## src/logic/link_pkg.sv

```systemverilog
// Shared constants for the parallel-to-serial bus extender.
// Assumes one system clock samples both the bus clock pin and the link lanes.
package link_pkg;
  // Serial slots that each data lane carries per bus clock period
  localparam int unsigned BITS_PER_LANE  = 7;
  // Data lanes of the narrow (21-bit) and wide (28-bit) variants
  localparam int unsigned LANES_NARROW   = 3;
  localparam int unsigned LANES_WIDE     = 4;
  // Slots of a frame during which the forwarded clock lane is high
  localparam int unsigned CLK_HIGH_SLOTS = 4;
  // Width of the slot counter, enough for BITS_PER_LANE slots
  localparam int unsigned SLOT_W         = 3;
  // Last slot index of a frame, at counter width
  localparam logic [2:0]  LAST_SLOT      = 3'h6;
  // Slot index after which the forwarded clock lane drops
  localparam logic [2:0]  CLK_LOW_SLOT   = 3'h3;
  // Cycles for which the recovered clock stays high after a word
  localparam logic [2:0]  RCLK_HIGH      = 3'h4;
endpackage : link_pkg

```

## src/logic/lane_serializer.sv

```systemverilog
// One serial data lane: loads a seven-bit slice and sends it high bit first.
// Assumes the controller issues load in slot 0 and shift in slots 1 to 6.
module lane_serializer (
  input  wire logic       i_sys_clk,
  input  wire logic       i_srst,
  input  wire logic       i_clk_en,
  input  wire logic       i_load,
  input  wire logic       i_shift,
  input  wire logic [6:0] i_slice,
  output logic            o_bit
);
  logic [6:0] shreg;

  // Output bit is a flop; idle lane drops to zero when neither load nor shift
  always_ff @(posedge i_sys_clk) begin
    if (i_srst) begin
      shreg <= 7'h00;
      o_bit <= 1'b0;
    end else if (i_clk_en) begin
      if (i_load) begin
        o_bit <= i_slice[6];
        shreg <= {i_slice[5:0], 1'b0};
      end else if (i_shift) begin
        o_bit <= shreg[6];
        shreg <= {shreg[5:0], 1'b0};
      end else begin
        o_bit <= 1'b0;
      end
    end
  end
endmodule // lane_serializer

```

## src/logic/serial_link.sv

```systemverilog
// Bus extender core: transmitter that serialises the parallel word, and
// receiver that rebuilds it from the lanes and a forwarded clock lane.
// Assumes the bus clock and the received lanes are asynchronous pins, the
// bus clock period spans at least seven system clocks, and the far sender
// emits one slot per system clock at the same rate as this clock.
//
// Overview of operation
// - Narrow variant: 21-bit word over three data lanes plus a clock lane.
// - Wide variant: 28-bit word over four data lanes plus a clock lane.
// - Bus clock arrives on its own input and is aligned before serialising.
// - Parallel bits go onto the data lanes; clock drives a separate lane.
// - Receiver rebuilds the word from lanes and presents it with a clock.
// - Narrow word suits two bytes, two parity bits and three control bits.
// - Wide word suits three bytes, three parity bits and one control bit.
// - Power-down stops all activity and parks outputs at zero.
// - Word is captured at the rising bus clock edge; inputs settle earlier.
module serial_link #(
  parameter int unsigned LANES = link_pkg::LANES_NARROW,
  parameter int unsigned WORD  = LANES * link_pkg::BITS_PER_LANE
) (
  input  wire logic            i_sys_clk,
  input  wire logic            i_srst,
  input  wire logic            i_clk_en,
  input  wire logic            i_power_down,
  input  wire logic            i_tx_clock_in,
  input  wire logic [WORD-1:0] i_tx_parallel_in,
  output logic [LANES-1:0]     o_tx_lane,
  output logic                 o_tx_clk_lane,
  input  wire logic [LANES-1:0] i_rx_lane,
  input  wire logic            i_rx_clk_lane,
  output logic [WORD-1:0]      o_rx_parallel_out,
  output logic                 o_rx_clock_out,
  output logic                 o_rx_word_valid
);
  localparam int unsigned BPL = link_pkg::BITS_PER_LANE;

  // Transmit side state
  logic [2:0]      txclk_sync;
  logic [WORD-1:0] txd_s1;
  logic [WORD-1:0] txd_s2;
  logic [WORD-1:0] txd_s3;
  logic [2:0]      tx_slot;
  logic            tx_active;
  logic            lane_clk;

  // Receive side state
  logic [LANES-1:0]       rxl_s1;
  logic [LANES-1:0]       rxl_s2;
  logic [2:0]             rxclk_sync;
  logic [LANES*(BPL-1)-1:0] rx_shreg;
  logic [2:0]             rx_slot;
  logic                   rx_active;
  logic [2:0]             rclk_cnt;
  logic [WORD-1:0]        rx_word;
  logic                   rx_clk_out;
  logic                   rx_valid;

  // Edge detect reads only the second and third stages of each synchroniser
  wire tx_rise   = txclk_sync[1] & ~txclk_sync[2];
  wire rx_rise   = rxclk_sync[1] & ~rxclk_sync[2];
  wire run       = i_clk_en & ~i_power_down;
  wire tx_load   = run & tx_rise;
  wire tx_shift  = run & tx_active & ~tx_rise;
  wire tx_last   = tx_slot == link_pkg::LAST_SLOT;
  wire rx_last   = rx_active & (rx_slot == link_pkg::LAST_SLOT);

  // Power-down gating
  // Stopping the clock enable of the synchroniser flops and clearing the rest except the shift registers keeps the design quiet
  // without gating the clock itself.
  always_ff @(posedge i_sys_clk) begin
    if (i_srst) begin
      txclk_sync <= 3'h0;
      rxclk_sync <= 3'h0;
      txd_s1     <= '0;
      txd_s2     <= '0;
      txd_s3     <= '0;
      rxl_s1     <= '0;
      rxl_s2     <= '0;
    end else if (run) begin
      txclk_sync <= {txclk_sync[1:0], i_tx_clock_in};
      rxclk_sync <= {rxclk_sync[1:0], i_rx_clk_lane};
      txd_s1     <= i_tx_parallel_in;
      txd_s2     <= txd_s1;
      txd_s3     <= txd_s2;
      rxl_s1     <= i_rx_lane;
      rxl_s2     <= rxl_s1;
    end
  end

  // Capture at rising edge
  // The third data stage lines up with the clock sample taken just before
  // the edge, so the word latched is the one settled ahead of that edge.
  // Lane slicing
  genvar g;
  generate
    for (g = 0; g < LANES; g++) begin : g_tx_lane
      lane_serializer u_ser (
        .i_sys_clk (i_sys_clk),
        .i_srst    (i_srst),
        .i_clk_en  (i_clk_en),
        .i_load    (tx_load),
        .i_shift   (tx_shift),
        .i_slice   (txd_s3[g*BPL +: BPL]),
        .o_bit     (o_tx_lane[g])
      );
    end
  endgenerate

  // Slot counter
  // A new edge restarts the frame; bus clocks faster than seven system
  // clocks would cut frames short, which is a limit of this sampling scheme.
  always_ff @(posedge i_sys_clk) begin
    if (i_srst) begin
      tx_slot   <= 3'h0;
      tx_active <= 1'b0;
    end else if (i_clk_en) begin
      if (i_power_down) begin
        tx_slot   <= 3'h0;
        tx_active <= 1'b0;
      end else if (tx_load) begin
        tx_slot   <= 3'h1;
        tx_active <= 1'b1;
      end else if (tx_shift) begin
        tx_slot   <= tx_last ? 3'h0 : tx_slot + 3'h1;
        tx_active <= ~tx_last;
      end
    end
  end

  // Forwarded clock lane
  // High for the first four slots of a frame, low for the last three.
  wire next_lane_clk = tx_load | (tx_shift & (tx_slot <= link_pkg::CLK_LOW_SLOT));

  always_ff @(posedge i_sys_clk) begin
    if (i_srst) begin
      lane_clk <= 1'b0;
    end else if (i_clk_en) begin
      lane_clk <= next_lane_clk;
    end
  end

  assign o_tx_clk_lane = lane_clk;

  // Same mapping both ends
  // Received slot order matches the sent order, high bit first.
  logic [WORD-1:0] next_word;
  generate
    for (g = 0; g < LANES; g++) begin : g_rx_lane
      assign next_word[g*BPL +: BPL] = {rx_shreg[g*(BPL-1) +: BPL-1], rxl_s2[g]};
    end
  endgenerate

  // Receive shifter; the clock lane's rising edge marks slot 0
  always_ff @(posedge i_sys_clk) begin
    if (i_srst) begin
      rx_shreg  <= '0;
      rx_slot   <= 3'h0;
      rx_active <= 1'b0;
    end else if (i_clk_en) begin
      if (i_power_down) begin
        rx_slot   <= 3'h0;
        rx_active <= 1'b0;
      end else if (rx_rise) begin
        for (int l = 0; l < LANES; l++) begin
          rx_shreg[l*(BPL-1) +: BPL-1] <= {{(BPL-2){1'b0}}, rxl_s2[l]};
        end
        rx_slot   <= 3'h1;
        rx_active <= 1'b1;
      end else if (rx_active) begin
        for (int l = 0; l < LANES; l++) begin
          rx_shreg[l*(BPL-1) +: BPL-1] <= next_word[l*BPL +: BPL-1];
        end
        rx_slot   <= rx_last ? 3'h0 : rx_slot + 3'h1;
        rx_active <= ~rx_last;
      end
    end
  end

  // Recovered clock
  // Word and clock rise together; the word holds until the next frame ends.
  always_ff @(posedge i_sys_clk) begin
    if (i_srst) begin
      rx_word    <= '0;
      rx_valid   <= 1'b0;
      rx_clk_out <= 1'b0;
      rclk_cnt   <= 3'h0;
    end else if (i_clk_en) begin
      if (i_power_down) begin
        rx_word    <= '0;
        rx_valid   <= 1'b0;
        rx_clk_out <= 1'b0;
        rclk_cnt   <= 3'h0;
      end else if (rx_last & ~rx_rise) begin
        rx_word    <= next_word;
        rx_valid   <= 1'b1;
        rx_clk_out <= 1'b1;
        rclk_cnt   <= link_pkg::RCLK_HIGH - 3'h1;
      end else begin
        rx_valid   <= 1'b0;
        rx_clk_out <= rclk_cnt != 3'h0;
        rclk_cnt   <= (rclk_cnt != 3'h0) ? rclk_cnt - 3'h1 : 3'h0;
      end
    end
  end

  // Field use is left to the bus side; the word passes untouched
  assign o_rx_parallel_out = rx_word;
  assign o_rx_clock_out    = rx_clk_out;
  assign o_rx_word_valid   = rx_valid;
endmodule // serial_link

```

## config.mk

```make
export PLATFORM = sky130hd
export DESIGN_NAME = serial_link
export DESIGN_NICKNAME = d
export VERILOG_FILES = /design/src/logic/link_pkg.sv /design/src/logic/lane_serializer.sv /design/src/logic/serial_link.sv
export SDC_FILE = /design/constraint.sdc
export NUM_CORES = 1
export LEC_CHECK = 0
export ABC_AREA = 1
export BUFFER_PORTS_ARGS = -buffer_cell sky130_fd_sc_hd__buf_2
export CAP_MARGIN = 20
export CORE_AREA = 2 2 120 122
export DETAILED_ROUTE_END_ITERATION = 10
export DIE_AREA = 0 0 122 124
export SLEW_MARGIN = 10
export SYNTH_ARGS = -nofsm -noshare
export SYNTH_HDL_FRONTEND = slang
export SYNTH_HIERARCHICAL = 1
export SYNTH_SLANG_ARGS = --single-unit
```

## constraint.sdc

```tcl
create_clock -name i_sys_clk -period 1.6 [get_ports i_sys_clk]
set_clock_uncertainty 0.15 [all_clocks]
set_input_delay 0.24 -clock i_sys_clk [delete_from_list [all_inputs] [get_ports i_sys_clk]]
set_output_delay 0.24 -clock i_sys_clk [all_outputs]
set_load 0.03 [all_outputs]
```

Word level (Yosys, flattened, before mapping)
Cells that the tools add are included.
{"block": "totals", "output_inout_bits": 27, "elab_cells": 94, "in_bits": 30, "ff_bits": 152}
{"block": "op_classes", "add_sub_neg": 3, "reduce_logical": 11, "eq_ne": 2, "n_mux": 37, "magnitude_cmp": 1, "bitwise": 17}
{"operator": "$mux W21", "count": 2}
{"operator": "$mux W7", "count": 6}
{"operator": "$mux W18", "count": 2}
{"operator": "$mux W3", "count": 11}
{"operator": "$mux W1", "count": 16}
{"operator": "$and A1 B1 Y1", "count": 9}
{"operator": "$reduce_bool A3 Y1", "count": 3}
{"operator": "$reduce_and A2 Y1", "count": 4}
{"operator": "$not A1 Y1", "count": 7}
{"operator": "$add A3 B1 Y3 const B", "count": 2}
{"operator": "$eq A3 B3 Y1 const B", "count": 2}
{"operator": "$reduce_bool A2 Y1", "count": 3}
{"operator": "$le A3 B2 Y1 const B", "count": 1}
{"operator": "$reduce_and A3 Y1", "count": 1}
{"operator": "$sub A3 B1 Y3 const B", "count": 1}
{"operator": "$or A1 B1 Y1", "count": 1}

Logic depth before layout (Yosys ltp)
Gate-level depths: netlist of run 1.
{"block": "logic_depth", "word_depth": 7, "ltp_mapped": 10, "mapped_depth_nobuf": 9}

Hierarchy
The synthesis of run 1 kept the hierarchy.
{"mod": "serial_link", "area_per_inst_um2": 4745.8, "seq_area_each_um2": 2562.5, "instances": 1, "cells_per_inst": 611}
{"mod": "lane_serializer", "area_per_inst_um2": 372.9, "seq_area_each_um2": 140.1, "instances": 3, "cells_per_inst": 59}

Worst setup path before layout of run 1
OpenSTA, ideal clock, no wires.
{"block": "synth_timing", "path_type": "input port to flip-flop", "from": "in i_power_down", "to": "reg g_tx_lane[0].u_ser.o_bit", "t_arrival_ns": 1.560, "path_slack_ns": -0.174, "n_path_buf": 0, "setup_time_ns": 0.064, "required_time_ns": 1.386, "path_stages": 7, "cell_sequence": "inv_2 nand2_2 nor3_1 nand2_2 nor2_1 nor2_1 nor2_1"}
{"block": "synth_via", "elab_chain_cells": 6, "word_cells_on_any_way": 7, "classes_between": "mux (2); bitwise (5)"}
{"element": "from (decl)", "line": "serial_link.sv:24", "rtl": "input wire logic i_power_down,"}
{"element": "$not A1 Y1 (no line)"}
{"element": "$and A1 B1 Y1", "line": "serial_link.sv:61", "rtl": "wire run = i_clk_en & ~i_power_down;"}
{"element": "$and A1 B1 Y1 (2 in a row)", "line": "serial_link.sv:63", "rtl": "wire tx_shift = run & tx_active & ~tx_rise;"}
{"element": "net tx_shift", "line": "serial_link.sv:63"}
{"element": "$mux W1", "line": "lane_serializer.sv:23", "rtl": "end else if (i_shift) begin"}
{"element": "$mux W1", "line": "lane_serializer.sv:20", "rtl": "if (i_load) begin"}
{"element": "to (signal assigned)", "line": "lane_serializer.sv:21", "rtl": "o_bit <= i_slice[6];"}
{"element": "to (signal assigned)", "line": "lane_serializer.sv:24", "rtl": "o_bit <= shreg[6];"}
{"element": "to (decl)", "line": "lane_serializer.sv:10", "rtl": "output logic o_bit"}
The timed path passes the listed nets, and every way through them passes these cells.
A chain may end at the register's enable or synchronous reset.

Worst setup path after layout of run 1
{"block": "layout_timing", "from": "reg rx_slot[0]", "to": "reg rx_word[0], in the netlist o_rx_parallel_out[0]"}
{"block": "layout_via", "elab_chain_cells": 5}
{"element": "from (decl)", "line": "serial_link.sv:51", "rtl": "logic [2:0] rx_slot;"}
{"element": "from (signal assigned)", "line": "serial_link.sv:173", "rtl": "rx_slot <= rx_last ? 3'h0 : rx_slot + 3'h1;"}
{"element": "$eq A3 B3 Y1", "line": "serial_link.sv:65", "rtl": "wire rx_last = rx_active & (rx_slot == link_pkg::LAST_SLOT);"}
{"element": "$and A1 B1 Y1", "line": "serial_link.sv:65"}
{"element": "$and A1 B1 Y1", "line": "serial_link.sv:193", "rtl": "end else if (rx_last & ~rx_rise) begin"}
{"element": "$reduce_bool A2 Y1 (no line)"}
{"element": "$reduce_and A2 Y1 (no line)"}
{"element": "to (signal assigned)", "line": "serial_link.sv:194", "rtl": "rx_word <= next_word;"}
{"element": "to (decl)", "line": "serial_link.sv:54", "rtl": "logic [WORD-1:0] rx_word;"}
No other way between the ends.

==> reports/metrics.csv, run 1 <==
stage;metric;value;unit
critical_path;Crit path required time;1.80;ns
floorplanning;Starting Density;42.75;%
power;Switch Pwr;0.001968;W
critical_path;CP arrival;1.78;ns
power;Comb power frac;7.2;%
clock_tree;root buffer cell;clkbuf_16;
logic_synthesis;leading post-synthesis cells by cell area;dfxtp_1, nor2_1, nand2_1;
power;sw frac;22.83;%
cells_and_area;commonest non-fill, non-tap cell in the layout;nor2_1;
sta;fin crit period;1.578;ns
drt;via count;5162;
critical_path;r2r setup slk;0.02;ns
drt;antenna-violating nets left;0;
cells_and_area;layout cell share with drive strength beyond 1;18.41;%
power;Reg power frac;45.6;%
global_route;vias in the first global route;4727;
placement;placed cell areas;0.006399;mm²
floorplanning;Core ar.;0.01372;mm²
logic_synthesis;dominant cell type by area after synthesis;dfxtp_1;
cells_and_area;Inserted Diodes;0;
global_route;first-pass GRT wire length;21730;µm
clock_tree;H-tree depth;4;
drt;Pre-Repair DR Iteration Count;4;
critical_path;crit end category;register;
sta;Final Hold Vio Count;0;
drt;post-DR vias/cell;4.820;
placement;port buffer count;56;
sta;Tcrit/Tclk final;98.63;%
global_route;Most Used Layer, Global Route;met2;
logic_synthesis;post-synthesis sequential area ratio;50.86;%
power;internal power;0.006650;W
drt;DRC violations left;0;
global_route;antenna violations before repair;0;
logic_synthesis;Post-Syn Instances;788;
power;VDD IR max;0.6206;mV
sta;Final Setup Violations;0;
power;PD cells;1150;mW/mm²
clock_tree;clk sinks;149;
global_route;largest net degree at the start of global routing;80;
power;Pleak;3.209;nW
sta;max-slew violation count;0;
floorplanning;die extent in x;122;µm
critical_path;Setup CP Type;reg2reg;
clock_tree;Reg clk slew, reported paths;0.06;ns
sta;unrepaired setup endpoints after global routing;true;
clock_tree;total CTS buffers;17;
logic_synthesis;area share of the largest cell type after synthesis;50.86;%
logic_synthesis;register bit total from synthesis;149;
min_path;WHS Endpoint;rclk_cnt[2]$_SDFFE_PP0P_;
critical_path;CP max FO;5;
floorplanning;I/O pin count;57;
logic_synthesis;Post-synth EDFFs;0;
drt;1st-iter DRT viols;310;
cells_and_area;layout net count;911;
floorplanning;FP Rows;43;
status;outcome;finished, final reports clean;
floorplanning;Die ar.;0.01513;mm²
sta;Max Freq;633.7;MHz
run;Max Cap Violations;0;
min_path;Hold Path Depth;3;
floorplanning;die height;124;µm
critical_path;Critical R2R Capture;o_rx_parallel_out[0]$_SDFFE_PP0P_;
cells_and_area;fin area;0.007493;mm²
sta;Sum Neg Setup Slack;0;ns
global_route;GR Util met2;28.35;%
critical_path;RR Startpoint;rx_slot[0]$_SDFFE_PP0P_;
sta;Rel. slew slack;73.79;%
logic_synthesis;Synth Net Count;821;
cells_and_area;most frequent cells in the layout;nor2_1, nand2_1, dfxtp_1;
power;Clk pwr share;47.2;%
cells_and_area;Area Growth Syn to Fin;27.78;%
global_route;total grt overflow;0;
logic_synthesis;YS warnings;6;
drt;per-cell routed wire length;12.47;µm
clock_tree;clock latency on the worst-skew pair;0.42;ns
sta;worst slew pin tran;0.3890;ns
placement;hpwl dp;8230;µm
logic_synthesis;Post-synth ARST share;0;%
logic_synthesis;post-synth cell types;30;
global_route;GRT Overall Usage;17.92;%
critical_path;crit path from;rx_slot[0]$_SDFFE_PP0P_;
critical_path;element type at the critical path start;register;
global_route;met3 Resource Use GR;4.212;%
min_path;critical hold path startpoint;i_clk_en;
logic_synthesis;ys flop type;dfxtp_1;
clock_tree;CTS tree;done;
logic_synthesis;Netlist Area Pre-Place;0.005864;mm²
logic_synthesis;syn avg cell area;7.442;µm²
drt;final wirelength;13360;µm
clock_tree;CTS Buffer Depth;2;
critical_path;cells on worst reg2reg path;10;
min_path;Hold Path Class;in2reg;
placement;Final Wtd Congestion;0.7816;
global_route;routing usage on met1;24.14;%
==> kinds of logic after synthesis <==
family                   synth area share, %
AO/OA/AOI/OAI                          12.87
XOR/XNOR                              0.1494
adder cells (fa/ha/maj)               0.6401
buffers and inverters                  6.080
flip-flops                             50.86
AND/OR/NAND/NOR                        29.40
==> critical path: stages (launching register included) <==
cell and delay [ns]:
dfxtp_2 0.34, inv_2 0.06, ha_4 0.14, nand2_4 0.06, nor2_4 0.13, buf_6 0.11
nand3_4 0.09, inv_6 0.11, clkbuf_16 0.16, nand2_2 0.04, a21oi_1 0.12
==> state kept, by name, indices dropped and copies added (netlist names), 18 cells and up <==
signal,flops
rx_shreg,18
o_rx_parallel_out,21
txd_s1,21
g_tx_lane.u_ser/shreg,18
txd_s3,21
txd_s2,21
==> final cells by class <==
type / count / area, µm²
inverters: 31 / 123.9
multi-input cells: 567 / 2635
repair buffers: 112 / 913.4
clock inverters: 11 / 150.1
flip-flops and latches: 149 / 2985
well taps: 180 / 225.2
fillers: 1276 / 6226
clock buffers: 21 / 460.4
==> metrics by stage <==
step           setup WS (ns)  utilization, %  hold slack [ns]  std cells  power [W]
6_report             0.02196           54.62          0.07216       1071   0.008618
5_1_grt             -0.03828           54.62          0.08922       1071   0.008955
4_1_cts             0.003557           53.02          0.07344       1064   0.008672
3_5_place_dp        -0.01933           46.64           0.3020       1006   0.004573
3_3_place_gp         0.05671           46.64           0.2944       1006   0.004555
2_1_floorplan        0.08910               -           0.1591        788   0.004384
==> power groups by stage <==
stage               Sequential [W]  Clock, W  Combinational, W
finish                     0.00393   0.00406          0.000620
global route               0.00395   0.00429          0.000712
CTS                        0.00393   0.00413          0.000610
detailed placement         0.00401         0          0.000560
global placement           0.00401         0          0.000547
floorplan                  0.00399         0          0.000393
==> synth_stat cells (5+ instances only) <==
master / n
a21oi_1: 55
buf_2: 5
buf_4: 13
clkbuf_1: 18
dfxtp_1: 149
inv_1: 24
inv_2: 6
nand2_1: 156
nand2_2: 8
nand3_1: 29
nand3b_1: 16
nor2_1: 200
o21ai_0: 79
o21ai_1: 6
==> how the worst max path moves through the flow <==
stage,end,slack [ns],cells past startpoint
2_1_floorplan,o_rx_parallel_out[0]$_SDFFE_PP0P_,0.09,10
3_3_place_gp,g_tx_lane[1].u_ser/shreg[4]$_SDFFE_PP0P_,0.06,9
3_5_place_dp,o_rx_parallel_out[15]$_SDFFE_PP0P_,-0.02,10
4_1_cts,o_rx_parallel_out[15]$_SDFFE_PP0P_,0.004,10
5_1_grt,o_rx_parallel_out[8]$_SDFFE_PP0P_,-0.04,10
6_report,o_rx_parallel_out[0]$_SDFFE_PP0P_,0.02,10
==> per-layer routing <==
metal	up-vias	part of all wire (%)
li1	2710	-
met4	0	0.79
met3	9	4.1
met5	-	0
met2	94	44
met1	2349	51
==> repair_timing <==
action / in CTS / in global routing
endpoints found under the setup margin: 2 / 26
pin swaps: 1 / 24
gates resized for setup: 2 / 31
gates cloned: 0 / 4
buffers inserted: 0 / 3
hold endpoints to repair: 26 / 0
hold buffers: 26 / 0
Note: power is estimated with default switching activity, not from simulation.
==> run 2, diff against run 1 <==
--- a/config.mk
+++ b/config.mk
@@ -11,6 +11,7 @@
 export CORE_AREA = 2 2 120 122
 export DETAILED_ROUTE_END_ITERATION = 10
 export DIE_AREA = 0 0 122 124
+export PLACE_DENSITY_LB_ADDON = 0.1
 export SLEW_MARGIN = 10
 export SYNTH_ARGS = -nofsm -noshare
 export SYNTH_HDL_FRONTEND = slang
==> run 2 against run 1 <==
Effect of this change:
- non-clock buffer count up 4
- global-route usage up 0.63 points
- final cell count up 0.37%
- utilization up 0.18 points
- fmax up 3.2%
- register-to-register slack better by 0.05 ns
- via count up 0.77%
- first-iteration DRC count up 18%
- setup slack better by 0.049 ns
- clock power down 1%
- clock-buffer cell count down 1
- critical path depth down 1
- largest power group unchanged
==> reports/metrics.csv, run 2 (synthesized netlist as in run 1, its figures left out) <==
stage;metric;value;unit;change
critical_path;Setup CP Type;reg2reg;;
cells_and_area;layout net count;915;;+0.44%
floorplanning;Die ar.;0.01513;mm²;unchanged
sta;Max Freq;654.0;MHz;+3.2%
floorplanning;Starting Density;42.75;%;unchanged
drt;per-cell routed wire length;12.55;µm;+0.59%
cells_and_area;commonest non-fill, non-tap cell in the layout;nor2_1;;
cells_and_area;layout cell share with drive strength beyond 1;18.44;%;+0.029 points
clock_tree;root buffer cell;clkbuf_16;;
floorplanning;FP Rows;43;;unchanged
global_route;GRT Overall Usage;18.55;%;+0.63 points
sta;max-slew violation count;0;;unchanged
global_route;first-pass GRT wire length;22360;µm;+2.9%
drt;antenna-violating nets left;0;;unchanged
critical_path;crit end category;register;;
drt;DRC violations left;0;;unchanged
floorplanning;die extent in x;122;µm;unchanged
drt;final wirelength;13490;µm;+0.97%
clock_tree;H-tree depth;4;;unchanged
sta;Final Setup Violations;0;;unchanged
critical_path;Crit path required time;1.80;ns;about the same
clock_tree;CTS tree;done;;
floorplanning;Core ar.;0.01372;mm²;unchanged
drt;Pre-Repair DR Iteration Count;4;;unchanged
power;PD cells;1142;mW/mm²;-0.71%
sta;Final Hold Vio Count;0;;unchanged
global_route;antenna violations before repair;0;;unchanged
critical_path;CP max FO;5;;unchanged
floorplanning;die height;124;µm;unchanged
sta;Hold Slack;0.01825;ns;-0.05390 ns
cells_and_area;Area Growth Syn to Fin;28.21;%;
run;Max Cap Violations;0;;unchanged
placement;hpwl dp;8337;µm;+1.3%
min_path;Hold Path Class;in2reg;;
global_route;largest net degree at the start of global routing;78;;-2.5%
clock_tree;clock latency on the worst-skew pair;0.42;ns;about the same
clock_tree;clk sinks;149;;unchanged
floorplanning;I/O pin count;57;;unchanged
global_route;total grt overflow;0;;unchanged
clock_tree;total CTS buffers;17;;unchanged
power;VDD IR max;0.5967;mV;-3.9%
sta;Rel. slew slack;77.29;%;+3.5 points
power;Power Total;0.008586;W;-0.38%
drt;via count;5202;;+0.77%
power;Pleak;3.199;nW;-0.31%
cells_and_area;most frequent cells in the layout;nor2_1, nand2_1, dfxtp_1;;
status;outcome;finished, final reports clean;;
cells_and_area;Inserted Diodes;0;;unchanged
clock_tree;CTS Buffer Depth;2;;unchanged
sta;fin crit period;1.529;ns;-0.04892 ns
global_route;vias in the first global route;4877;;+3.2%
critical_path;CP arrival;1.73;ns;-0.05 ns
clock_tree;Reg clk slew, reported paths;0.06;ns;about the same
drt;1st-iter DRT viols;366;;+18%
placement;Final Wtd Congestion;0.7888;;+0.92%
sta;Tcrit/Tclk final;95.57;%;-3.1 points
critical_path;element type at the critical path start;register;;
sta;worst slew pin tran;0.3371;ns;-0.05188 ns
placement;port buffer count;56;;unchanged
drt;post-DR vias/cell;4.839;;+0.40%
## run 2: final timing paths
kind                                                    startpoint                                  to  slack (ns)  depth (start not counted)
worst max-delay path                       rx_slot[1]$_SDFFE_PP0P_  o_rx_parallel_out[14]$_SDFFE_PP0P_        0.07                          9
worst min-delay path                                        i_srst             txd_s2[20]$_SDFFE_PP0P_        0.02                          4
worst max register to register             rx_slot[1]$_SDFFE_PP0P_  o_rx_parallel_out[14]$_SDFFE_PP0P_        0.07                          9
worst min register to register  o_rx_parallel_out[18]$_SDFFE_PP0P_  o_rx_parallel_out[18]$_SDFFE_PP0P_        0.31                          2
## run 2: worst max-delay path, cell delays in order, from the launching register on
cell	delay, ns
dfxtp_2	0.36
ha_4	0.14
nand2_2	0.07
nor2_4	0.11
buf_6	0.11
nand3_4	0.08
inv_6	0.11
clkbuf_16	0.16
nand2_2	0.05
a21oi_1	0.12
## run 2: routing by layer
metal / GRT usage, % / part of all wire (%)
met3: 4.762 / 3.8
met1: 25.32 / 51
met2: 28.91 / 44
met5: 0 / 0
met4: 5.747 / 0.90
## run 2: repair_timing
action                     4_1_cts  5_1_grt
setup endpoints to repair       14       40
buffers inserted                 3        5
resized for setup                7       22
pin swaps                        3       20
gates cloned                     1        4
hold buffers                    26        0
hold endpoints to repair        26        0
## run 2: final cells by class
class	instances	area, µm²
well taps	180	225.2
fillers	1333	6201
multi-input cells	567	2605
flip-flops and latches	149	2985
clock inverters	12	153.9
clock buffers	20	446.7
repair buffers	116	979.7
inverters	31	122.6
## run 2: stage by stage
stage | instance area, µm² | setup TNS (ns) | std cells | utilization [%] | setup WS, ns
floorplan | 5869 | 0 | 788 | - | 0.08910
global placement | 6396 | -0.8083 | 1004 | 46.62 | -0.05227
detailed placement | 6396 | -1.619 | 1004 | 46.62 | -0.08948
CTS | 7323 | 0 | 1066 | 53.38 | 0.004891
global route | 7518 | -0.04005 | 1075 | 54.80 | -0.006785
finish | 7518 | 0 | 1075 | 54.80 | 0.07088
## run 2: where the power goes
| group | total, W | switching, W | internal (W) |
|---|---|---|---|
| registers | 0.00394 | 0.0000823 | 0.00386 |
| logic | 0.000631 | 0.000365 | 0.000266 |
| clock network | 0.00402 | 0.00153 | 0.00249 |
==> run 3, diff against run 2 <==
--- a/config.mk
+++ b/config.mk
@@ -9,6 +9,7 @@
 export BUFFER_PORTS_ARGS = -buffer_cell sky130_fd_sc_hd__buf_2
 export CAP_MARGIN = 20
 export CORE_AREA = 2 2 120 122
+export CTS_BUF_LIST = sky130_fd_sc_hd__clkbuf_2 sky130_fd_sc_hd__clkbuf_4 sky130_fd_sc_hd__clkbuf_8
 export DETAILED_ROUTE_END_ITERATION = 10
 export DIE_AREA = 0 0 122 124
 export PLACE_DENSITY_LB_ADDON = 0.1
==> run 3 against run 2 <==
Effect of this change:
- the run now ends with negative setup slack left
- critical path depth unchanged
- flip-flop and latch count is the same
- global-route usage fell by 0.21 points
- sequential share of layout area rose by 1.1 points
- setup slack worse by 0.088 ns
- power is 11% lower
- fmax fell by 5.5%
- final cell count did not move
- utilization is 1.4 points lower
- critical path type unchanged
- critical endpoint unchanged
==> reports/metrics.csv, run 3 (synthesized netlist as in run 1, its figures left out) <==
stage;metric;value;unit;change
min_path;Hold Path Class;in2reg;;
sta;Tcrit/Tclk final;101.1;%;+5.5 points
placement;Final Wtd Congestion;0.7888;;unchanged
critical_path;element type at the critical path start;register;;
floorplanning;Core ar.;0.01372;mm²;unchanged
floorplanning;Die ar.;0.01513;mm²;unchanged
sta;unrepaired setup endpoints after global routing;true;;
floorplanning;die extent in x;122;µm;unchanged
drt;DRC violations left;0;;unchanged
sta;slack of the critical path;-0.01731;ns;-0.08819 ns
placement;Setup WS pre-CTS;-0.08948;ns;unchanged
power;VDD IR max;0.5103;mV;-14%
floorplanning;Starting Density;42.75;%;unchanged
global_route;total grt overflow;0;;unchanged
sta;fin crit period;1.617;ns;+0.08819 ns
cells_and_area;Inserted Diodes;0;;unchanged
sta;worst slew pin tran;0.3382;ns;+0.001086 ns
sta;Final Hold Vio Count;0;;unchanged
critical_path;CP max stage delay;0.37;ns;about the same
clock_tree;H-tree depth;4;;unchanged
placement;port buffer count;56;;unchanged
global_route;largest net degree at the start of global routing;78;;unchanged
floorplanning;I/O pin count;57;;unchanged
critical_path;Setup CP Type;reg2reg;;
critical_path;crit end category;register;;
clock_tree;CTS tree;done;;
drt;via count;5187;;-0.29%
drt;antenna-violating nets left;0;;unchanged
cells_and_area;layout net count;915;;unchanged
run;Max Cap Violations;0;;unchanged
clock_tree;CTS Buffer Depth;2;;unchanged
drt;Pre-Repair DR Iteration Count;6;;+2
cells_and_area;Area Growth Syn to Fin;24.88;%;
drt;1st-iter DRT viols;339;;-7.4%
critical_path;worst path cell trace;ha_4 > nand2_4 > nor2_4 > nand2_2 > nand2_2 > nand2_4 > clkbuf_16 > nand2_1 > a21oi_1;;
status;outcome;finished with violations;;
cells_and_area;Final Util;53.38;%;-1.4 points
drt;final wirelength;13490;µm;about the same
sta;Final Setup Violations;6;;+6
global_route;first-pass GRT wire length;21980;µm;-1.7%
cells_and_area;layout cell share with drive strength beyond 1;18.32;%;-0.11 points
global_route;GRT Overall Usage;18.34;%;-0.21 points
clock_tree;clk sinks;149;;unchanged
clock_tree;Reg clk slew, reported paths;0.08;ns;+0.02 ns
cells_and_area;most frequent cells in the layout;nor2_1, dfxtp_1, nand2_1;;
power;PD cells;1038;mW/mm²;-9.1%
clock_tree;clock latency on the worst-skew pair;0.45;ns;+0.03 ns
power;Power Total;0.007601;W;-11%
sta;max-slew violation count;0;;unchanged
critical_path;Crit-path slowest cell;dfxtp_2;;
floorplanning;FP Rows;43;;unchanged
floorplanning;die height;124;µm;unchanged
clock_tree;root buffer cell;clkbuf_8;;
placement;hpwl dp;8337;µm;unchanged
drt;post-DR vias/cell;4.825;;-0.29%
sta;Rel. slew slack;77.22;%;about the same
sta;Hold Slack;0.07257;ns;+0.05432 ns
drt;per-cell routed wire length;12.55;µm;about the same
sta;Max Freq;618.3;MHz;-5.5%
status;failing checks;negative setup slack;;
critical_path;CP max FO;5;;unchanged
critical_path;CP arrival;1.80;ns;+0.07 ns
global_route;vias in the first global route;4811;;-1.4%
cells_and_area;commonest non-fill, non-tap cell in the layout;nor2_1;;
global_route;antenna violations before repair;0;;unchanged
power;Pleak;3.134;nW;-2.0%
critical_path;Crit path required time;1.78;ns;-0.02 ns
clock_tree;total CTS buffers;17;;unchanged
## run 3: cell types whose count changed in the layout (fill, tap and decap cells not counted), sizes merged
| cell | before | now |
|---|---|---|
| buf | 87 | 83 |
| dlygate4sd3 | 26 | 30 |
## run 3: metrics by stage
stage,TNS [ns],std cells,area [µm²]
after CTS,0,1066,7114
after global routing,-1.577,1075,7323
after detailed placement,-1.619,1004,6396
after floorplan,0,788,5869
after global placement,-0.8083,1004,6396
final,-0.03176,1075,7323
## run 3: path summary, 6_finish.rpt
check | start | endpoint | slack, ns | cells past startpoint
worst max register to register | rx_slot[1]$_SDFFE_PP0P_ | o_rx_parallel_out[14]$_SDFFE_PP0P_ | -0.02 | 9
worst min register to register | o_rx_parallel_out[15]$_SDFFE_PP0P_ | o_rx_parallel_out[15]$_SDFFE_PP0P_ | 0.31 | 2
worst max-delay path | rx_slot[1]$_SDFFE_PP0P_ | o_rx_parallel_out[14]$_SDFFE_PP0P_ | -0.02 | 9
worst min-delay path | i_power_down | rxl_s1[1]$_SDFFE_PP0P_ | 0.07 | 4
## run 3: metal layers
layer | GRT usage, % | wire (µm) | vias up
li1 | - | - | 2722
met1 | 24.77 | 6828 | 2339
met2 | 28.53 | 5924 | 114
met3 | 4.625 | 574 | 12
met4 | 6.609 | 158 | 0
met5 | 0 | 0 | -
## run 3: power breakdown
| part | leakage [nW] | switching [W] | internal [W] |
|---|---|---|---|
| combinational | 1.71 | 0.000373 | 0.000281 |
| sequential | 1.22 | 0.0000814 | 0.00385 |
| clock | 0.206 | 0.00140 | 0.00162 |
## run 3: worst max-delay path: cells and delay by family, from the launching register on
family	cells	cell delay [ns]
flops	1	0.37
compound gates	1	0.06
buf+inv	1	0.19
simple gates	6	0.57
fa+ha+maj	1	0.16
## run 3: repair_timing
| action | in CTS | in global routing |
|---|---|---|
| setup endpoints to repair | 3 | 38 |
| resized for setup | 1 | 26 |
| gates cloned | 0 | 4 |
| hold endpoints to repair | 30 | 0 |
| hold buffers | 30 | 0 |
| pin swaps | 0 | 5 |
| buffers inserted | 0 | 5 |
## run 3: area by class of cell
cell class	count	area, µm²
Clock buffer	20	262.8
Clock inverter	12	153.9
Fill cell	1369	6396
Inverter	31	117.6
Multi-Input combinational cell	567	2613
Sequential cell	149	2985
Tap cell	180	225.2
Timing Repair Buffer	116	965.9
